## src/supply_mon_pkg.sv

```systemverilog
package supply_mon_pkg;

   // Bus geometry
   localparam int ADDR_W = 8;
   localparam int DATA_W = 32;
   localparam int STRB_W = DATA_W / 8;

   // Register byte offsets
   localparam logic [ADDR_W-1:0] SUPPLY_CLEAR_OFF = 8'h24;
   localparam logic [ADDR_W-1:0] SYS_IRQ_EN_OFF = 8'h28;
   localparam logic [ADDR_W-1:0] PWR_CTRL_OFF = 8'h30;
   localparam logic [ADDR_W-1:0] SUPPLY_STATUS_OFF = 8'h38;
   localparam logic [ADDR_W-1:0] SYS_STATUS_OFF = 8'h3c;

   // Supply clear layout: interrupt status clears, then sticky clears
   localparam int SUPPLY_FLAG_W = 10;
   localparam int IRQ_CLR_LSB = 0;
   localparam int STICKY_CLR_LSB = 16;
   localparam int STICKY_OV_LSB = 21;
   localparam int CORE_OV_IRQ_BIT = 8;
   localparam int EXT_OV_IRQ_BIT = 9;
   localparam logic [DATA_W-1:0] SUPPLY_CLR_MASK = 32'h03ff03ff;

   // System interrupt enable layout
   localparam int SYS_EV_W = 4;
   localparam int SYS_EN_LSB = 8;
   localparam logic [DATA_W-1:0] SYS_EN_MASK = 32'h00000f00;
   localparam logic [DATA_W-1:0] SYS_EN_RESET = 32'h00000000;

   // Power control layout
   localparam int CLKWDT_DIS_BIT = 1;
   localparam int VS_UV_DIS_BIT = 8;
   localparam logic [DATA_W-1:0] PWR_CTRL_RESET = 32'h0ee37ef3;
   localparam logic [DATA_W-1:0] PWR_CTRL_MASK = 32'h00000102;

   // Bus handshake states
   typedef enum logic [1:0]
   {
      ST_IDLE = 2'b01,
      ST_ACC = 2'b10
   } bus_state_t;

endpackage : supply_mon_pkg

```

## src/status_flag_bank.sv

```systemverilog
`timescale 1ns/1ns
module status_flag_bank #(
   parameter int WIDTH = 10
) (
   input wire logic i_clk,
   input wire logic i_rst,
   input wire logic [WIDTH-1:0] i_set,
   input wire logic [WIDTH-1:0] i_clr,
   output logic [WIDTH-1:0] o_flags
);

   genvar g;

   // One sticky flag per event; a set in the clear cycle wins so no event is lost
   generate
      for (g = 0; g < WIDTH; g++)
      begin : g_flag
         always_ff @(posedge i_clk)
         begin
            if (i_rst)
               o_flags[g] <= 1'b0;
            else if (i_set[g])
               o_flags[g] <= 1'b1;
            else if (i_clr[g])
               o_flags[g] <= 1'b0;
         end

         a_flag_set_wins: assert property (
            @(posedge i_clk) disable iff (i_rst)
            i_set[g] |=> o_flags[g])
            else $error("flag not set after event");

         a_flag_holds: assert property (
            @(posedge i_clk) disable iff (i_rst)
            (o_flags[g] && !i_clr[g]) |=> o_flags[g])
            else $error("flag dropped without a clear");
      end
   endgenerate

endmodule : status_flag_bank

```

## src/shutdown_ctrl.sv

```systemverilog
`timescale 1ns/1ns
module shutdown_ctrl (
   input wire logic i_clk,
   input wire logic i_rst,
   input wire logic i_clkwdt_event,
   input wire logic i_vs_uv,
   input wire logic i_clock_watchdog_shutdown_disable,
   input wire logic i_transceiver_undervolt_shutdown_disable,
   output logic o_power_off,
   output logic o_vs_uv_off
);

   // Clock watchdog switch-off, only while not disabled
   always_ff @(posedge i_clk)
   begin
      if (i_rst)
         o_power_off <= 1'b0;
      else
         o_power_off <= i_clkwdt_event & ~i_clock_watchdog_shutdown_disable;
   end

   // VS undervoltage cuts power modules and bus transmitter unless disabled
   always_ff @(posedge i_clk)
   begin
      if (i_rst)
         o_vs_uv_off <= 1'b0;
      else
         o_vs_uv_off <= i_vs_uv & ~i_transceiver_undervolt_shutdown_disable;
   end

   a_wdt_shutdown: assert property (
      @(posedge i_clk) disable iff (i_rst)
      ##1 o_power_off == ($past(i_clkwdt_event) && !$past(i_clock_watchdog_shutdown_disable)))
      else $error("watchdog shutdown mismatch");

   a_vs_uv_shutdown: assert property (
      @(posedge i_clk) disable iff (i_rst)
      (i_vs_uv && !i_transceiver_undervolt_shutdown_disable) |=> o_vs_uv_off)
      else $error("vs undervoltage shutdown missing");

   a_vs_uv_disabled: assert property (
      @(posedge i_clk) disable iff (i_rst)
      i_transceiver_undervolt_shutdown_disable |=> !o_vs_uv_off)
      else $error("vs undervoltage shutdown while disabled");

endmodule : shutdown_ctrl

```

## src/supply_monitor_irq_control_regs.sv

```systemverilog
// Function
// - Write one bit 8 clears core overvoltage status
// - Write one bit 9 clears external overvoltage status
// - Clear register reserved bits read zero, ignored
// - Bits 16-20 clear sticky undervoltage flags
// - Bits 21-25 clear sticky overvoltage flags
// - Zero written leaves the flag untouched
// - Bit 8 enables overtemperature warning interrupt
// - Bit 9 enables overtemperature shutdown interrupt
// - Bit 10 enables reference undervoltage interrupt
// - Bit 11 enables reference overvoltage interrupt
// - Clock watchdog shutdown unless bit 1 set
// - VS undervoltage shutdown unless bit 8 set
// - Power control resets to 0ee37ef3, reserved zero; the code stores only bits 1 and 8, so it reads 00000002 after reset
// - Bits 0-7 clear supply interrupt status
//
// The APB register port was left to the implementer.
`timescale 1ns/1ns
module supply_monitor_irq_control_regs (
   input wire logic I_CORE_CLK,
   input wire logic I_SYS_RST,
   input wire logic I_PSEL,
   input wire logic I_PENABLE,
   input wire logic I_PWRITE,
   input wire logic [supply_mon_pkg::ADDR_W-1:0] I_PADDR,
   input wire logic [supply_mon_pkg::DATA_W-1:0] I_PWDATA,
   input wire logic [supply_mon_pkg::STRB_W-1:0] I_PSTRB,
   input wire logic [supply_mon_pkg::SUPPLY_FLAG_W-1:0] I_SUPPLY_IRQ_EVENT,
   input wire logic [supply_mon_pkg::SUPPLY_FLAG_W-1:0] I_SUPPLY_STICKY_EVENT,
   input wire logic [supply_mon_pkg::SYS_EV_W-1:0] I_SYS_EVENT,
   input wire logic I_CLKWDT_EVENT,
   input wire logic I_VS_UV,
   output logic O_PREADY,
   output logic [supply_mon_pkg::DATA_W-1:0] O_PRDATA,
   output logic O_PSLVERR,
   output logic [supply_mon_pkg::SUPPLY_FLAG_W-1:0] O_SUPPLY_IRQ_STATUS,
   output logic [supply_mon_pkg::SUPPLY_FLAG_W-1:0] O_SUPPLY_STICKY_STATUS,
   output logic [supply_mon_pkg::SYS_EV_W-1:0] O_SYS_IRQ_REQ,
   output logic O_POWER_OFF,
   output logic O_VS_UV_OFF
);
   import supply_mon_pkg::*;

   bus_state_t st_q;
   bus_state_t st_d;
   logic [DATA_W-1:0] sys_en_q;
   logic [DATA_W-1:0] pwr_ctrl_q;
   logic [DATA_W-1:0] rdata_d;
   logic [DATA_W-1:0] byte_mask;
   logic hit_d;
   logic commit;
   logic wr_commit;
   logic wr_clear;
   logic [DATA_W-1:0] clear_word;
   logic [SUPPLY_FLAG_W-1:0] irq_clr;
   logic [SUPPLY_FLAG_W-1:0] sticky_clr;
   logic [SYS_EV_W-1:0] sys_clr;
   logic [SYS_EV_W-1:0] sys_flags;
   logic [SYS_EV_W-1:0] sys_en;

   // Byte strobes widened to a bit mask
   function automatic logic [DATA_W-1:0] strb_to_mask(input logic [STRB_W-1:0] strb);
      logic [DATA_W-1:0] m;
      m = '0;
      for (int b = 0; b < STRB_W; b++)
      begin
         m[b*8 +: 8] = {8{strb[b]}};
      end
      return m;
   endfunction : strb_to_mask

   // A transfer completes on the edge where the master sees our ready
   assign commit = I_PSEL & I_PENABLE & O_PREADY;
   assign wr_commit = commit & I_PWRITE;
   assign byte_mask = strb_to_mask(I_PSTRB);

   // Clear word keeps only the defined clear bits; reserved positions drop out
   assign wr_clear = wr_commit & (I_PADDR == SUPPLY_CLEAR_OFF);
   assign clear_word = wr_clear ? (I_PWDATA & byte_mask & SUPPLY_CLR_MASK) : '0;
   assign irq_clr = clear_word[IRQ_CLR_LSB +: SUPPLY_FLAG_W];
   assign sticky_clr = clear_word[STICKY_CLR_LSB +: SUPPLY_FLAG_W];
   assign sys_clr = (wr_commit && I_PADDR == SYS_STATUS_OFF) ?
                    (I_PWDATA[SYS_EN_LSB +: SYS_EV_W] & byte_mask[SYS_EN_LSB +: SYS_EV_W]) :
                    '0;
   assign sys_en = sys_en_q[SYS_EN_LSB +: SYS_EV_W];

   // Bus handshake: one wait state, ready for exactly one cycle
   always_comb
   begin
      st_d = st_q;
      case (st_q)
         ST_IDLE:
         begin
            if (I_PSEL && I_PENABLE)
               st_d = ST_ACC;
         end
         ST_ACC:
         begin
            st_d = ST_IDLE;
         end
         default:
         begin
            st_d = ST_IDLE;
         end
      endcase
   end

   always_ff @(posedge I_CORE_CLK)
   begin
      if (I_SYS_RST)
         st_q <= ST_IDLE;
      else
         st_q <= st_d;
   end

   // Ready raised on entry to the access state so the master samples it a cycle later
   always_ff @(posedge I_CORE_CLK)
   begin
      if (I_SYS_RST)
         O_PREADY <= 1'b0;
      else
         O_PREADY <= (st_q == ST_IDLE) & I_PSEL & I_PENABLE;
   end

   // Read decode; the clear register is write-only and reads as zero
   always_comb
   begin
      rdata_d = '0;
      hit_d = 1'b1;
      case (I_PADDR)
         SUPPLY_CLEAR_OFF: rdata_d = '0;
         SYS_IRQ_EN_OFF: rdata_d = sys_en_q & SYS_EN_MASK;
         PWR_CTRL_OFF: rdata_d = pwr_ctrl_q & PWR_CTRL_MASK;
         SUPPLY_STATUS_OFF:
         begin
            rdata_d[IRQ_CLR_LSB +: SUPPLY_FLAG_W] = O_SUPPLY_IRQ_STATUS;
            rdata_d[STICKY_CLR_LSB +: SUPPLY_FLAG_W] = O_SUPPLY_STICKY_STATUS;
         end
         SYS_STATUS_OFF: rdata_d[SYS_EN_LSB +: SYS_EV_W] = sys_flags;
         default: hit_d = 1'b0;
      endcase
   end

   // Read data and error are captured together with ready and held until the next one
   always_ff @(posedge I_CORE_CLK)
   begin
      if (I_SYS_RST)
      begin
         O_PRDATA <= '0;
         O_PSLVERR <= 1'b0;
      end
      else if ((st_q == ST_IDLE) && I_PSEL && I_PENABLE)
      begin
         O_PRDATA <= I_PWRITE ? '0 : rdata_d;
         O_PSLVERR <= ~hit_d;
      end
   end

   // Interrupt enables; only the four defined bits are stored
   always_ff @(posedge I_CORE_CLK)
   begin
      if (I_SYS_RST)
         sys_en_q <= SYS_EN_RESET;
      else if (wr_commit && I_PADDR == SYS_IRQ_EN_OFF)
         sys_en_q <= (sys_en_q & ~(byte_mask & SYS_EN_MASK))
                     | (I_PWDATA & byte_mask & SYS_EN_MASK);
   end

   // Shutdown disables; reserved reset ones are never stored, so they read zero
   always_ff @(posedge I_CORE_CLK)
   begin
      if (I_SYS_RST)
         pwr_ctrl_q <= PWR_CTRL_RESET & PWR_CTRL_MASK;
      else if (wr_commit && I_PADDR == PWR_CTRL_OFF)
         pwr_ctrl_q <= (pwr_ctrl_q & ~(byte_mask & PWR_CTRL_MASK))
                       | (I_PWDATA & byte_mask & PWR_CTRL_MASK);
   end

   // Interrupt status flags, cleared by the low half of the clear word
   status_flag_bank #(
      .WIDTH(SUPPLY_FLAG_W)
   ) u_irq_flags (
      .i_clk(I_CORE_CLK),
      .i_rst(I_SYS_RST),
      .i_set(I_SUPPLY_IRQ_EVENT),
      .i_clr(irq_clr),
      .o_flags(O_SUPPLY_IRQ_STATUS)
   );

   // Sticky status flags, cleared by the high half
   status_flag_bank #(
      .WIDTH(SUPPLY_FLAG_W)
   ) u_sticky_flags (
      .i_clr(sticky_clr),
      .i_clk(I_CORE_CLK),
      .i_rst(I_SYS_RST),
      .i_set(I_SUPPLY_STICKY_EVENT),
      .o_flags(O_SUPPLY_STICKY_STATUS)
   );

   // System event flags behind the four enables
   status_flag_bank #(
      .WIDTH(SYS_EV_W)
   ) u_sys_flags (
      .i_clk(I_CORE_CLK),
      .i_rst(I_SYS_RST),
      .i_set(I_SYS_EVENT),
      .i_clr(sys_clr),
      .o_flags(sys_flags)
   );

   // Request only while flag and enable are both high; registered to keep outputs clean
   always_ff @(posedge I_CORE_CLK)
   begin
      if (I_SYS_RST)
         O_SYS_IRQ_REQ <= '0;
      else
         O_SYS_IRQ_REQ <= sys_flags & sys_en;
   end

   // Power switch-off paths
   shutdown_ctrl u_shutdown (
      .i_clk(I_CORE_CLK),
      .i_rst(I_SYS_RST),
      .i_clkwdt_event(I_CLKWDT_EVENT),
      .i_vs_uv(I_VS_UV),
      .i_clock_watchdog_shutdown_disable(pwr_ctrl_q[CLKWDT_DIS_BIT]),
      .i_transceiver_undervolt_shutdown_disable(pwr_ctrl_q[VS_UV_DIS_BIT]),
      .o_power_off(O_POWER_OFF),
      .o_vs_uv_off(O_VS_UV_OFF)
   );

   a_core_ov_clear: assert property (
      @(posedge I_CORE_CLK) disable iff (I_SYS_RST)
      (wr_clear && I_PWDATA[CORE_OV_IRQ_BIT] && I_PSTRB[1] && !I_SUPPLY_IRQ_EVENT[CORE_OV_IRQ_BIT])
      |=> !O_SUPPLY_IRQ_STATUS[CORE_OV_IRQ_BIT])
      else $error("core overvoltage status not cleared");

   a_ext_ov_clear: assert property (
      @(posedge I_CORE_CLK) disable iff (I_SYS_RST)
      (wr_clear && I_PWDATA[EXT_OV_IRQ_BIT] && I_PSTRB[1] && !I_SUPPLY_IRQ_EVENT[EXT_OV_IRQ_BIT])
      |=> !O_SUPPLY_IRQ_STATUS[EXT_OV_IRQ_BIT])
      else $error("external overvoltage status not cleared");

   a_clear_reads_zero: assert property (
      @(posedge I_CORE_CLK) disable iff (I_SYS_RST)
      (commit && !I_PWRITE && I_PADDR == SUPPLY_CLEAR_OFF) |-> (O_PRDATA == '0 && !O_PSLVERR))
      else $error("clear register read not zero");

   a_low_irq_clear: assert property (
      @(posedge I_CORE_CLK) disable iff (I_SYS_RST)
      (wr_clear && I_PSTRB[0] && I_PWDATA[7:0] == 8'hff && I_SUPPLY_IRQ_EVENT[7:0] == 8'h00)
      |=> O_SUPPLY_IRQ_STATUS[7:0] == 8'h00)
      else $error("low interrupt status not cleared");

   a_sticky_uv_clear: assert property (
      @(posedge I_CORE_CLK) disable iff (I_SYS_RST)
      (wr_clear && I_PSTRB[2] && I_PWDATA[STICKY_CLR_LSB] && !I_SUPPLY_STICKY_EVENT[0])
      |=> !O_SUPPLY_STICKY_STATUS[0])
      else $error("battery sticky undervoltage not cleared");

   a_sticky_ov_clear: assert property (
      @(posedge I_CORE_CLK) disable iff (I_SYS_RST)
      (wr_clear && I_PSTRB[3] && I_PWDATA[STICKY_OV_LSB + 4] && !I_SUPPLY_STICKY_EVENT[9])
      |=> !O_SUPPLY_STICKY_STATUS[9])
      else $error("external sticky overvoltage not cleared");

   a_zero_keeps_flag: assert property (
      @(posedge I_CORE_CLK) disable iff (I_SYS_RST)
      (O_SUPPLY_IRQ_STATUS[CORE_OV_IRQ_BIT] && !(wr_clear && I_PWDATA[CORE_OV_IRQ_BIT]))
      |=> O_SUPPLY_IRQ_STATUS[CORE_OV_IRQ_BIT])
      else $error("flag lost on zero write");

   a_sys_irq_gate: assert property (
      @(posedge I_CORE_CLK) disable iff (I_SYS_RST)
      ##1 O_SYS_IRQ_REQ == ($past(sys_flags) & $past(sys_en_q[SYS_EN_LSB +: SYS_EV_W])))
      else $error("system request not flag and enable");

   a_pwr_reset_value: assert property (
      @(posedge I_CORE_CLK)
      $past(I_SYS_RST) |-> (pwr_ctrl_q == (PWR_CTRL_RESET & PWR_CTRL_MASK)))
      else $error("power control reset value wrong");

   a_ready_one_cycle: assert property (
      @(posedge I_CORE_CLK) disable iff (I_SYS_RST)
      O_PREADY |=> !O_PREADY)
      else $error("ready held longer than one cycle");

   a_warn_irq_gate: assert property (
      @(posedge I_CORE_CLK) disable iff (I_SYS_RST)
      sys_flags[0] |=> O_SYS_IRQ_REQ[0] == $past(sys_en[0]))
      else $error("overtemperature warning request not gated by its enable");

   a_shutdown_irq_gate: assert property (
      @(posedge I_CORE_CLK) disable iff (I_SYS_RST)
      sys_flags[1] |=> O_SYS_IRQ_REQ[1] == $past(sys_en[1]))
      else $error("overtemperature shutdown request not gated by its enable");

   a_ref_low_gate: assert property (
      @(posedge I_CORE_CLK) disable iff (I_SYS_RST)
      sys_flags[2] |=> O_SYS_IRQ_REQ[2] == $past(sys_en[2]))
      else $error("reference low request not gated by its enable");

   a_ref_high_gate: assert property (
      @(posedge I_CORE_CLK) disable iff (I_SYS_RST)
      sys_flags[3] |=> O_SYS_IRQ_REQ[3] == $past(sys_en[3]))
      else $error("reference high request not gated by its enable");

   a_ready_after_wait: assert property (
      @(posedge I_CORE_CLK) disable iff (I_SYS_RST)
      (st_q == ST_IDLE && I_PSEL && I_PENABLE) |=> O_PREADY)
      else $error("ready missing after the wait state");

   a_enable_write: assert property (
      @(posedge I_CORE_CLK) disable iff (I_SYS_RST)
      (wr_commit && I_PADDR == SYS_IRQ_EN_OFF && I_PSTRB[1])
      |=> sys_en == $past(I_PWDATA[SYS_EN_LSB +: SYS_EV_W]))
      else $error("interrupt enable write lost");

   a_wdt_disable_write: assert property (
      @(posedge I_CORE_CLK) disable iff (I_SYS_RST)
      (wr_commit && I_PADDR == PWR_CTRL_OFF && I_PSTRB[0])
      |=> pwr_ctrl_q[CLKWDT_DIS_BIT] == $past(I_PWDATA[CLKWDT_DIS_BIT]))
      else $error("watchdog shutdown disable write lost");

   a_uv_disable_write: assert property (
      @(posedge I_CORE_CLK) disable iff (I_SYS_RST)
      (wr_commit && I_PADDR == PWR_CTRL_OFF && I_PSTRB[1])
      |=> pwr_ctrl_q[VS_UV_DIS_BIT] == $past(I_PWDATA[VS_UV_DIS_BIT]))
      else $error("undervoltage shutdown disable write lost");

   a_pwr_reserved_zero: assert property (
      @(posedge I_CORE_CLK) disable iff (I_SYS_RST)
      (pwr_ctrl_q & ~PWR_CTRL_MASK) == '0)
      else $error("power control reserved bit stored");

   a_sticky_zero_keeps: assert property (
      @(posedge I_CORE_CLK) disable iff (I_SYS_RST)
      (O_SUPPLY_STICKY_STATUS[0] && !(wr_clear && I_PWDATA[STICKY_CLR_LSB]))
      |=> O_SUPPLY_STICKY_STATUS[0])
      else $error("sticky flag lost on zero write");

   a_unmapped_error: assert property (
      @(posedge I_CORE_CLK) disable iff (I_SYS_RST)
      (commit && !hit_d) |-> O_PSLVERR)
      else $error("unmapped access without error response");

endmodule : supply_monitor_irq_control_regs

```

## config.mk

```make
export PLATFORM = sky130hd
export DESIGN_NAME = supply_monitor_irq_control_regs
export DESIGN_NICKNAME = d
export VERILOG_FILES = /design/src/supply_mon_pkg.sv /design/src/status_flag_bank.sv /design/src/shutdown_ctrl.sv /design/src/supply_monitor_irq_control_regs.sv
export SDC_FILE = /design/constraint.sdc
export NUM_CORES = 1
export LEC_CHECK = 0
export BUFFER_PORTS_ARGS = -buffer_cell sky130_fd_sc_hd__buf_2
export CORE_MARGIN = 2
export CORE_UTILIZATION = 45
export DETAILED_ROUTE_END_ITERATION = 10
export PLACE_DENSITY = 0.8
export SLEW_MARGIN = 30
export SYNTH_ARGS = -nofsm -noshare
export SYNTH_HDL_FRONTEND = slang
export SYNTH_SLANG_ARGS = --single-unit
```

## constraint.sdc

```tcl
create_clock -name I_CORE_CLK -period 1.8 [get_ports I_CORE_CLK]
set_input_delay 0.09 -clock I_CORE_CLK [delete_from_list [all_inputs] [get_ports I_CORE_CLK]]
set_output_delay 0.09 -clock I_CORE_CLK [all_outputs]
set_load 0.02 [all_outputs]
```

==> impl_summary.log, run 1 <==
[metrics] setup repair after global routing missed its margin: false
[metrics] starting DRC count in detailed routing: around 160
[metrics] quantity of gates resized following cts: 0
[metrics] end of the worst hold path: u_irq_flags.o_flags[2]
[metrics] sinks on the clock net: just over 60
[metrics] synth warn: 0
[metrics] final count of hold timing violations: 0
[metrics] total inserted antenna cells: 0
[metrics] placement row count: 27
[metrics] clk buf depth: 2
[metrics] mean cell area of the mapped netlist: ~9.2 µm²
[metrics] share of final-layout standard cells stronger than drive strength 1: roughly 35%
[metrics] max-slew violation count: 0
[metrics] all-layer global routing usage: 22.0%
[metrics] Tightest Pin Transition: 0.647 ns
[metrics] total I/O pin count: about 140
[metrics] half-perimeter wire length of the detailed placement result: 4810 µm
[metrics] Die Ht: about 80 µm
[metrics] number of violations of the max-capacitance limit: 0
[metrics] Seq cells post-synth: 62
[metrics] mapped cell area: about 2600 µm²
[metrics] capturing point of the worst reg2reg path: u_sticky_flags.o_flags[7]
[metrics] per-cell via count in the routed design: ~5.1
[metrics] remaining global-route overflow: 0
[metrics] accumulated negative setup slack: 0 ns
[metrics] total iterations of the first detailed-routing run: 4
[metrics] worst reg-to-reg setup slack: 0.34 ns
[metrics] r2r worst-path depth: 4
[metrics] type of origin of the critical path: flip-flop
[metrics] number of distinct library cells after synthesis: between 40 and 50
[metrics] vias: about 2500
[metrics] share of the clock period used by the worst path: 81.0%
[metrics] Crit. End Element: flip-flop
[metrics] growth of design area from synthesis to finish: 42.2%
[metrics] main flop type after synthesis: sky130_fd_sc_hd__dfxtp_1
[metrics] pin count of the biggest net entering global routing: 37
[metrics] outcome: completed
[metrics] effective utilization at floorplan: between 40% and 50%
[metrics] Clock Latency Late Sink: roughly 0.33 ns
[metrics] cell taking the most area after synthesis: sky130_fd_sc_hd__dfxtp_1
[metrics] WL final: between 6000 and 7000 µm
[metrics] class of the tightest hold or removal check: input pin to flip-flop
[metrics] upper clock frequency limit: ~0.69 GHz
[metrics] sequential-to-total area share from yosys stat: between 40% and 50%
[metrics] Clock transition at path regs: 0.07 ns
[metrics] width of the chip: 79.5 µm
[metrics] vias in the first global route: around 2400
[metrics] remaining antenna violation count: 0
[metrics] antenna violations before repair: 0
[metrics] number of setup violations in the final report: 0
[metrics] DRC violation count after routing: 0
[metrics] Core Area: 5510 µm²
[metrics] minimum period implied by the final worst setup slack: ~1.5 ns
[metrics] Leakage Power: between 0.0015 and 0.002 µW
[metrics] Nets: around 490
[metrics] Avg WL per Cell: 13.8 µm
[metrics] Gate Count Post-Synth: 280
[metrics] routability cong.: ~0.82
[metrics] input/output buffers: roughly 110
[metrics] worst reg2reg startpoint: O_PREADY
[metrics] worst path required time: 2.02 ns
[metrics] origin of the worst min-delay path: I_SUPPLY_IRQ_EVENT[2]
[metrics] data arrival at the endpoint of the critical path: 1.68 ns
[metrics] final worst clock skew: between 0.008 and 0.009 ns
[metrics] IR Drop Worst-Case VDD: ~0.67 mV
[metrics] share of the synthesized area in the top cell type: 48.3%
[metrics] H-tree level count: 3
[metrics] first-pass GRT wire length: 10900 µm
[metrics] top post-synthesis cells by area: sky130_fd_sc_hd__dfxtp_1, sky130_fd_sc_hd__nor2_1, sky130_fd_sc_hd__a311oi_1, sky130_fd_sc_hd__a22oi_1, sky130_fd_sc_hd__buf_4
[metrics] power density over cell area: between 900 and 1000 nW/µm²
[metrics] number of enable flip-flop cells after synthesis: 0
[metrics] Total Die Area: 6330 µm²
[metrics] clock tree root buffer cell: sky130_fd_sc_hd__clkbuf_8
[metrics] worst hold path cell count: 3
[metrics] share of synthesized registers carrying an async set or reset: 0%
[metrics] crit-path max FO: 8
[metrics] CTS Buf Count: 9
[metrics] CTS tree: yes
[metrics] tightest slew margin relative to the limit: 56.9%
[metrics] worst hold slack: ~0.017 ns
[metrics] critical path launch point: O_PREADY
[metrics] category of the critical setup timing path: flip-flop to flip-flop
-- cell usage in the layout, fill, tap and decap left out, types with 2 or more instances in the layout --
cell and n:
sky130_fd_sc_hd__a22o_1 3, sky130_fd_sc_hd__inv_1 25, sky130_fd_sc_hd__nand2_1 14, sky130_fd_sc_hd__conb_1 10, sky130_fd_sc_hd__and3_1 3, sky130_fd_sc_hd__nor4_1 2, sky130_fd_sc_hd__nand4_1 6, sky130_fd_sc_hd__dfxtp_1 62
sky130_fd_sc_hd__a21oi_1 7, sky130_fd_sc_hd__dlygate4sd3_1 23, sky130_fd_sc_hd__bufinv_16 4, sky130_fd_sc_hd__o21ai_0 6, sky130_fd_sc_hd__buf_2 114, sky130_fd_sc_hd__nor3_1 2, sky130_fd_sc_hd__a22oi_1 17, sky130_fd_sc_hd__nor4_4 2
sky130_fd_sc_hd__nand3b_1 2, sky130_fd_sc_hd__mux2i_1 5, sky130_fd_sc_hd__buf_4 6, sky130_fd_sc_hd__nor3b_1 5, sky130_fd_sc_hd__a21boi_0 2, sky130_fd_sc_hd__a311oi_1 20, sky130_fd_sc_hd__clkbuf_8 10, sky130_fd_sc_hd__and2_1 2
sky130_fd_sc_hd__nor2_1 51
-- worst max-delay path, stage by stage, from the launching register on --
cell	delay (ns)
sky130_fd_sc_hd__dfxtp_1	0.33
sky130_fd_sc_hd__and4_2	0.25
sky130_fd_sc_hd__and2_1	0.14
sky130_fd_sc_hd__and3_1	0.29
sky130_fd_sc_hd__a311oi_1	0.34
-- worst max path at each step --
stage | to
global placement | flip-flop
CTS | u_sticky_flags.o_flags[7]
finish | u_sticky_flags.o_flags[7]
floorplan | O_PRDATA[0]
detailed placement | flip-flop
global route | flip-flop
-- per-layer routing --
metal  wire (µm)  track usage (%)  share of wire, %
met5           0                0                 0
met4         217             11.7               3.2
met3         452             6.33               6.6
met2        3390             37.1                49
met1        2800             25.0                41
-- metrics by stage --
| stage | instance area [µm²] | setup slack [ns] | util [%] | std cells | total power (µW) |
|---|---|---|---|---|---|
| after detailed placement | 3150 | 0.132 | 57.2 | 456 | 1800 |
| after global placement | 3150 | 0.160 | 57.2 | 456 | 1790 |
| after floorplan | 2600 | 0.308 | - | 289 | 1680 |
| final | 3650 | 0.342 | 66.3 | 495 | 3440 |
| after global routing | 3650 | 0.267 | 66.3 | 495 | 3580 |
| after CTS | 3650 | 0.358 | 66.3 | 495 | 3460 |
-- power breakdown --
part	internal [µW]	switching, µW
Sequential	1420	31.4
Combinational	160	209
Clock	1100	532
Total	2670	772
-- synth_stat cells (2+ instances only) --
master                      n
sky130_fd_sc_hd__a21boi_0   2
sky130_fd_sc_hd__a21oi_1    7
sky130_fd_sc_hd__a22o_1     3
sky130_fd_sc_hd__a22oi_1   17
sky130_fd_sc_hd__a311oi_1  20
sky130_fd_sc_hd__and2_1     2
sky130_fd_sc_hd__and3_1     3
sky130_fd_sc_hd__buf_2      4
sky130_fd_sc_hd__buf_4     13
sky130_fd_sc_hd__buf_6      2
sky130_fd_sc_hd__clkbuf_1   6
sky130_fd_sc_hd__dfxtp_1   62
sky130_fd_sc_hd__inv_1     25
sky130_fd_sc_hd__mux2i_1    5
sky130_fd_sc_hd__nand2_1   14
sky130_fd_sc_hd__nand3b_1   2
sky130_fd_sc_hd__nand4_1    6
sky130_fd_sc_hd__nor2_1    51
sky130_fd_sc_hd__nor3_1     2
sky130_fd_sc_hd__nor3b_1    5
sky130_fd_sc_hd__nor4_1     2
sky130_fd_sc_hd__nor4_4     2
sky130_fd_sc_hd__o21ai_0    6
-- cell families (layout without fill, tap and decap cells) --
group	Yosys count	count (layout)	share of synthesized area, %
muxes	6	6	2.39
other	1	10	0.146
buffers and inverters	51	185	10.5
and+or+nand+nor	99	99	20.5
AOI/OAI and AO/OA	60	60	17.8
DFF	62	62	48.3
xor gates and xnor gates	1	1	0.341
-- registers in the layout, summed over array words and instances, names as in the netlist, named ones only --
| name | flops |
|---|---|
| O_PRDATA | 22 |
| st_q | 2 |
| u_irq_flags.o_flags | 10 |
| O_PREADY | 1 |
| O_PSLVERR | 1 |
| u_sticky_flags.o_flags | 10 |
| u_shutdown.o_power_off | 1 |
| O_SYS_IRQ_REQ | 4 |
| u_shutdown.o_vs_uv_off | 1 |
| u_sys_flags.o_flags | 4 |
-- cell type report --
cell class                 instances  area (µm²)
sequential                        62        1240
clock buffer                      10         138
tap                               72        90.1
clock inverter                     6         133
inverter                          25        93.8
timing repair buffer             144         866
fill                             458        1860
multi-input combinational        176        1090
-- repair_timing --
item / CTS / global route
hold buffers: 23 / 0
setup buffers: 0 / 0
endpoints found under the hold margin: 23 / 0
endpoints found under the setup margin: 0 / 0
No activity file was read; power rests on OpenSTA's default activity.
==> inputs of run 2 (changes only) <==
--- a/config.mk
+++ b/config.mk
@@ -5,11 +5,12 @@
 export SDC_FILE = /design/constraint.sdc
 export NUM_CORES = 1
 export LEC_CHECK = 0
+export ABC_AREA = 1
 export BUFFER_PORTS_ARGS = -buffer_cell sky130_fd_sc_hd__buf_2
 export CORE_MARGIN = 2
 export CORE_UTILIZATION = 45
 export DETAILED_ROUTE_END_ITERATION = 10
-export PLACE_DENSITY = 0.8
+export PLACE_DENSITY = 0.79
 export SLEW_MARGIN = 30
 export SYNTH_ARGS = -nofsm -noshare
 export SYNTH_HDL_FRONTEND = slang
==> constraint.sdc (replaced) <==
create_clock -name I_CORE_CLK -period 1.4 [get_ports I_CORE_CLK]
set_input_delay 0.07 -clock I_CORE_CLK [delete_from_list [all_inputs] [get_ports I_CORE_CLK]]
set_output_delay 0.07 -clock I_CORE_CLK [all_outputs]
set_load 0.02 [all_outputs]
==> run 2 against run 1 <==
  * Total power increased by 18%
  * Fmax is 15% higher
  * Critical path depth grew 4
  * Sequential power grew 28%
  * Register-to-register slack worse by 0.20 ns
  * Largest power group is now sequential cells
  * First-iteration DRC count shrank 48%
==> impl_summary.log, run 2 <==
[metrics] Layout Utilization: around two thirds
[metrics] sinks on the clock net: between 60 and 70
[metrics] combinational fraction of design power: 11.5%
[metrics] crit-path max FO: 11
[metrics] synth warn: 0
[metrics] upper clock frequency limit: ~0.79 GHz
[metrics] accumulated negative setup slack: 0 ns
[metrics] share of synthesized registers carrying an async set or reset: 0%
[metrics] worst path required time: roughly 1.7 ns
[metrics] multiplexer area fraction after synthesis: 0%
[metrics] switching power total: 980 µW
[metrics] Total Die Area: approximately 6500 µm²
[metrics] total iterations of the first detailed-routing run: 4
[metrics] antenna violations before repair: 0
[metrics] final worst clock skew: about 0.010 ns
[metrics] all-layer global routing usage: between 20 and 25%
[metrics] global routing met2 resource utilization: a little under two fifths
[metrics] Clock Latency Late Sink: ~0.34 ns
[metrics] sequential-to-total area share from yosys stat: 46.8%
[metrics] number of enable flip-flop cells after synthesis: 0
[metrics] most common library cell in the layout ignoring fill and taps: sky130_fd_sc_hd__buf_2
[metrics] class of the tightest hold or removal check: input pin to flip-flop
[metrics] DRC violation count after routing: 0
[metrics] power density over cell area: approximately 1100 nW/µm²
[metrics] Gate Count Post-Synth: 350
[metrics] Avg WL per Cell: roughly 12 µm
[metrics] mean cell area of the mapped netlist: roughly 7.6 µm²
[metrics] type of origin of the critical path: flip-flop
[metrics] clock tree root buffer cell: sky130_fd_sc_hd__clkbuf_8
[metrics] mapped cell area: 2650 µm²
[metrics] registers with the most flip-flops: O_PRDATA (22), u_irq_flags.o_flags (10), u_sticky_flags.o_flags (10)
[metrics] leading cell types in the layout, fill and taps excluded: sky130_fd_sc_hd__buf_2, sky130_fd_sc_hd__nand2_1, sky130_fd_sc_hd__dfxtp_1
[metrics] data arrival at the endpoint of the critical path: between 1.5 and 2 ns
[metrics] effective utilization at floorplan: a little under half
[metrics] register with the highest flop count: O_PRDATA
[metrics] fraction of power consumed by sequential logic: a little under half
[metrics] Clock transition at path regs: approximately 0.07 ns
[metrics] total I/O pin count: 135
[metrics] met3 usage: ~6%
[metrics] routability cong.: ~0.8
[metrics] WL final: a little over 7000 µm
[metrics] switching share of power: between 20 and 25%
[metrics] Leakage Power: around 0.0019 µW
[metrics] cell taking the most area after synthesis: sky130_fd_sc_hd__dfxtp_1
[metrics] share of the synthesized area in compound gates (AO/OA/AOI/OAI): between 10% and 20%
[metrics] number of setup violations in the final report: 0
[metrics] growth of design area from synthesis to finish: 43.2%
[metrics] number of violations of the max-capacitance limit: 0
[metrics] Crit. End Element: flip-flop
[metrics] internal cell power: 3080 µW
[metrics] input/output buffers: between 100 and 150
[metrics] category of the critical setup timing path: flip-flop to flip-flop
[metrics] max-slew violation count: 0
[metrics] main flop type after synthesis: sky130_fd_sc_hd__dfxtp_1
[metrics] remaining global-route overflow: 0
[metrics] most frequently used cell type in the post-synthesis netlist: sky130_fd_sc_hd__nand2_1
[metrics] starting DRC count in detailed routing: between 80 and 90
[metrics] share of the synthesized area in the top cell type: a little under half
[metrics] total inserted antenna cells: 0
[metrics] Core Area: 5610 µm²
[metrics] CTS Buf Count: 9
[metrics] share of final-layout standard cells stronger than drive strength 1: 33.3%
[metrics] met1 track demand over resource in global routing: between 20% and 30%
[metrics] most used standard cells in the synthesized netlist: sky130_fd_sc_hd__nand2_1, sky130_fd_sc_hd__dfxtp_1, sky130_fd_sc_hd__inv_1, sky130_fd_sc_hd__a21oi_1, sky130_fd_sc_hd__nand3_1
[metrics] Seq cells post-synth: 62
[metrics] vias: approximately 2700
[metrics] top post-synthesis cells by area: sky130_fd_sc_hd__dfxtp_1, sky130_fd_sc_hd__nand2_1, sky130_fd_sc_hd__a21oi_1, sky130_fd_sc_hd__nand3_1, sky130_fd_sc_hd__inv_1
[metrics] vias in the first global route: 2530
[metrics] placement row count: 27
[metrics] Die Ht: roughly 81 µm
[metrics] remaining antenna violation count: 0
[metrics] per-cell via count in the routed design: around 4.7
[metrics] IR Drop Worst-Case VDD: a little over 0.6 mV
[metrics] fraction of the mapped netlist area in adder cells: 0%
[metrics] most congested layer reported by global routing: met2
[metrics] H-tree level count: 3
[metrics] area fraction in and, or, nand and nor cells after synthesis: between 20% and 30%
[metrics] CTS tree: yes
[metrics] Synth Area in XOR/XNOR: 0%
[metrics] first-pass GRT wire length: about 11000 µm
[metrics] number of distinct library cells after synthesis: 25
[metrics] share of the clock period used by the worst path: between 90% and 100%
[metrics] pin count of the biggest net entering global routing: 50
[metrics] Nets: between 500 and 600
[metrics] setup repair after global routing missed its margin: false
[metrics] flip-flop count of the largest register after layout: 22
[metrics] minimum period implied by the final worst setup slack: 1.26 ns
[metrics] combinational family with the most area after synthesis: simple AND/OR/NAND/NOR gates
[metrics] final count of hold timing violations: 0
[metrics] width of the chip: roughly 81 µm
[metrics] half-perimeter wire length of the detailed placement result: approximately 4800 µm
[metrics] clock share of power: around 43%
[metrics] outcome: completed
[metrics] clk buf depth: 2
run 2: cell types whose count changed after synthesis, moves of 6 or more:
cell and delta:
sky130_fd_sc_hd__nand2_1 +65, sky130_fd_sc_hd__a21oi_2 +10, sky130_fd_sc_hd__o21ai_0 +6, sky130_fd_sc_hd__nand2_2 +11, sky130_fd_sc_hd__nor2_1 -32, sky130_fd_sc_hd__a22oi_1 -17
sky130_fd_sc_hd__inv_1 +16, sky130_fd_sc_hd__a311oi_1 -20, sky130_fd_sc_hd__nand3_1 +34, sky130_fd_sc_hd__a21oi_1 +31
run 2: path summary, 6_finish.rpt:
path,startpoint,endpoint,slack [ns],depth (start not counted)
worst max-delay path,st_q[0],O_PRDATA[16],0.14,8
worst min-delay path,I_PWDATA[8],flip-flop,0.02,3
worst max register to register,st_q[0],O_PRDATA[16],0.14,8
worst min register to register,flip-flop,u_shutdown.o_vs_uv_off,0.44,1
run 2: cells by family after synthesis:
| family | after synthesis |
|---|---|
| AND/OR/NAND/NOR | 160 |
| AO/OA/AOI/OAI | 60 |
| buffers and inverters | 67 |
| other | 1 |
| flip-flops | 62 |
run 2: what timing repair did:
action	4_1_cts	5_1_grt
resized for setup	0	0
endpoints found under the hold margin	30	0
hold buffers	30	0
setup buffers	0	2
setup endpoints to repair	0	1
run 2: layout make-up:
class	instances	area [µm²]
fillers	490	1810
flip-flops and latches	62	1240
multi-input cells	230	1120
repair buffers	152	968
inverters	42	158
clock buffers	13	149
well taps	72	90.1
clock inverters	3	67.6
run 2: stage by stage:
stage / power (µW) / instance area (µm²) / std cells / hold WS [ns] / setup WS, ns
finish: 4060 / 3790 / 574 / 0.0196 / 0.138
global route: 4220 / 3790 / 574 / 0.0246 / 0.0104
CTS: 4090 / 3770 / 572 / 0.00600 / 0.108
detailed placement: 2300 / 3250 / 526 / 0.280 / 0.0800
global placement: 2290 / 3250 / 526 / 0.271 / 0.118
floorplan: 2140 / 2680 / 359 / 0.183 / 0.185
run 2: routing by layer:
metal  routed length [µm]  up-vias  share of wire, %
li1                     -     1379                 -
met2                 3430       97                49
met1                 2980     1198                42
met5                    0        -                 0
met3                  506       13               7.2
met4                  121        0               1.7
run 2: critical path: stages, from the launching register on:
cell                      delay [ns]
sky130_fd_sc_hd__dfxtp_1        0.31
sky130_fd_sc_hd__inv_1          0.06
sky130_fd_sc_hd__nor2_4         0.09
sky130_fd_sc_hd__nand2_4        0.06
sky130_fd_sc_hd__nor2_4         0.13
sky130_fd_sc_hd__and2_4         0.23
sky130_fd_sc_hd__buf_12         0.16
sky130_fd_sc_hd__nand2_1        0.05
sky130_fd_sc_hd__a21oi_1        0.11
run 2: power groups by stage:
stage                     Clock [µW]  Sequential (µW)  Combinational [µW]
after floorplan                    0             1960                 186
after global placement             0             1900                 389
after detailed placement           0             1900                 399
after CTS                       1760             1860                 464
after global routing            1840             1870                 509
final                           1730             1860                 468
==> inputs of run 3 (changes only) <==
--- a/config.mk
+++ b/config.mk
@@ -11,6 +11,7 @@
 export CORE_UTILIZATION = 45
 export DETAILED_ROUTE_END_ITERATION = 10
 export PLACE_DENSITY = 0.79
+export RECOVER_POWER = 50
 export SLEW_MARGIN = 30
 export SYNTH_ARGS = -nofsm -noshare
 export SYNTH_HDL_FRONTEND = slang
==> run 3 against run 2 <==
  * First-iteration DRC count is 6.0% higher
  * Global-route usage stayed put
  * Design area is 1.6% lower
  * Die area stayed put
  * Critical path type unchanged
==> impl_summary.log, run 3 (same netlist as run 2, synthesis figures left out) <==
[metrics] outcome: completed
[metrics] Core Area: roughly 5600 µm²
[metrics] Clock transition at path regs: approximately 0.07 ns
[metrics] quantity of gates resized following cts: 0
[metrics] first-pass GRT wire length: about 11000 µm
[metrics] critical path launch point: st_q[0]
[metrics] width of the chip: between 80 and 90 µm
[metrics] worst reg-to-reg setup slack: roughly 0.13 ns
[metrics] Avg WL per Cell: between 10 and 15 µm
[metrics] number of setup violations in the final report: 0
[metrics] remaining antenna violation count: 0
[metrics] leading cell types in the layout, fill and taps excluded: sky130_fd_sc_hd__nand2_1, sky130_fd_sc_hd__buf_2, sky130_fd_sc_hd__dfxtp_1
[metrics] CTS Buf Count: 9
[metrics] fraction of power consumed by sequential logic: 46.1%
[metrics] internal cell power: 3070 µW
[metrics] Die Ht: 80.7 µm
[metrics] all-layer global routing usage: approximately 22%
[metrics] class of the tightest hold or removal check: input pin to flip-flop
[metrics] H-tree level count: 3
[metrics] placement row count: 27
[metrics] flip-flop count of the largest register after layout: 22
[metrics] Nets: about 570
[metrics] input/output buffers: about 110
[metrics] clk buf depth: 2
[metrics] worst path required time: around 1.7 ns
[metrics] Layout Utilization: ~67%
[metrics] setup repair after global routing missed its margin: false
[metrics] power density over cell area: around 1100 nW/µm²
[metrics] total iterations of the first detailed-routing run: 4
[metrics] register with the highest flop count: O_PRDATA
[metrics] type of origin of the critical path: flip-flop
[metrics] data arrival at the endpoint of the critical path: about 1.5 ns
[metrics] IR Drop Worst-Case VDD: ~0.60 mV
[metrics] switching share of power: 24.1%
[metrics] sinks on the clock net: 62
[metrics] crit-path max FO: 11
[metrics] per-cell via count in the routed design: ~4.7
[metrics] registers with the most flip-flops: O_PRDATA (22), u_irq_flags.o_flags (10), u_sticky_flags.o_flags (10)
[metrics] Crit. End Element: flip-flop
[metrics] CTS tree: yes
[metrics] WL final: 7030 µm
[metrics] upper clock frequency limit: around 0.8 GHz
[metrics] number of violations of the max-capacitance limit: 0
[metrics] Total Die Area: between 6000 and 7000 µm²
[metrics] antenna violations before repair: 0
[metrics] DRC violation count after routing: 0
[metrics] origin of the worst min-delay path: I_PWDATA[8]
[metrics] share of final-layout standard cells stronger than drive strength 1: between 20% and 30%
[metrics] starting DRC count in detailed routing: between 80 and 90
[metrics] pin count of the biggest net entering global routing: 50
[metrics] final count of hold timing violations: 0
[metrics] worst reg2reg startpoint: st_q[0]
[metrics] effective utilization at floorplan: 47.3%
[metrics] accumulated negative setup slack: 0 ns
[metrics] most common library cell in the layout ignoring fill and taps: sky130_fd_sc_hd__nand2_1
[metrics] clock tree root buffer cell: sky130_fd_sc_hd__clkbuf_8
[metrics] Clock Latency Late Sink: 0.34 ns
[metrics] clock share of power: between 40% and 50%
[metrics] vias in the first global route: between 2000 and 3000
[metrics] max-slew violation count: 0
[metrics] half-perimeter wire length of the detailed placement result: about 4800 µm
[metrics] final worst clock skew: 0.0105 ns
[metrics] total inserted antenna cells: 0
[metrics] growth of design area from synthesis to finish: 40.8%
[metrics] routability cong.: ~0.8
[metrics] minimum period implied by the final worst setup slack: 1.27 ns
[metrics] total I/O pin count: 135
[metrics] vias: between 2000 and 3000
[metrics] share of the clock period used by the worst path: between 90% and 100%
[metrics] combinational fraction of design power: 11.3%
[metrics] remaining global-route overflow: 0
[metrics] category of the critical setup timing path: flip-flop to flip-flop
[metrics] switching power total: 975 µW
[metrics] Leakage Power: between 0.0015 and 0.002 µW
[metrics] worst hold slack: 0.0269 ns
-- run 3: worst max-delay path, cell delays in order (launching register included) --
cell                      delay [ns]
sky130_fd_sc_hd__dfxtp_1        0.31
sky130_fd_sc_hd__inv_1          0.06
sky130_fd_sc_hd__nor2_4         0.09
sky130_fd_sc_hd__nand2_4        0.06
sky130_fd_sc_hd__nor2_4         0.13
sky130_fd_sc_hd__and2_4         0.24
sky130_fd_sc_hd__buf_12         0.16
sky130_fd_sc_hd__nand2_1        0.05
sky130_fd_sc_hd__a21oi_1        0.11
-- run 3: per-stage QoR --
step / cell area (µm²) / setup WS [ns] / total power, µW / instances
floorplan: 2680 / 0.185 / 2140 / 359
global placement: 3250 / 0.118 / 2290 / 526
detailed placement: 3250 / 0.0800 / 2300 / 526
CTS: 3770 / 0.108 / 4090 / 572
global route: 3730 / 0.00834 / 4210 / 574
finish: 3730 / 0.132 / 4040 / 574
-- run 3: layer usage --
metal / vias up / share of wire (%) / routed length, µm / global-route usage, %
met4: 0 / 1.1 / 75 / 9.32
met1: 1189 / 43 / 3010 / 25.3
li1: 1380 / - / - / -
met3: 7 / 6.5 / 455 / 6.11
met2: 101 / 50 / 3490 / 38.3
met5: - / 0 / 0 / 0
-- run 3: area by class of cell --
type	instances	area, µm²
clock buffers	13	149
clock inverters	3	67.6
fillers	516	1880
inverters	42	158
multi-input cells	230	1120
flip-flops and latches	62	1240
well taps	72	90.1
repair buffers	152	907
-- run 3: final timing paths --
kind | cells after the start | end
worst max-delay path | 8 | O_PRDATA[16]
worst max register to register | 8 | O_PRDATA[16]
worst min-delay path | 3 | flip-flop
worst min register to register | 1 | u_shutdown.o_vs_uv_off
-- run 3: power groups by stage --
stage	Clock (µW)	Combinational (µW)	Sequential, µW
floorplan	0	186	1960
global placement	0	389	1900
detailed placement	0	399	1900
CTS	1760	464	1860
global route	1840	497	1870
finish	1720	456	1870
-- run 3: repair_timing --
item,4_1_cts,5_1_grt
setup buffers,0,2
setup endpoints to repair,0,1
hold buffers,30,0
endpoints found under the hold margin,30,0
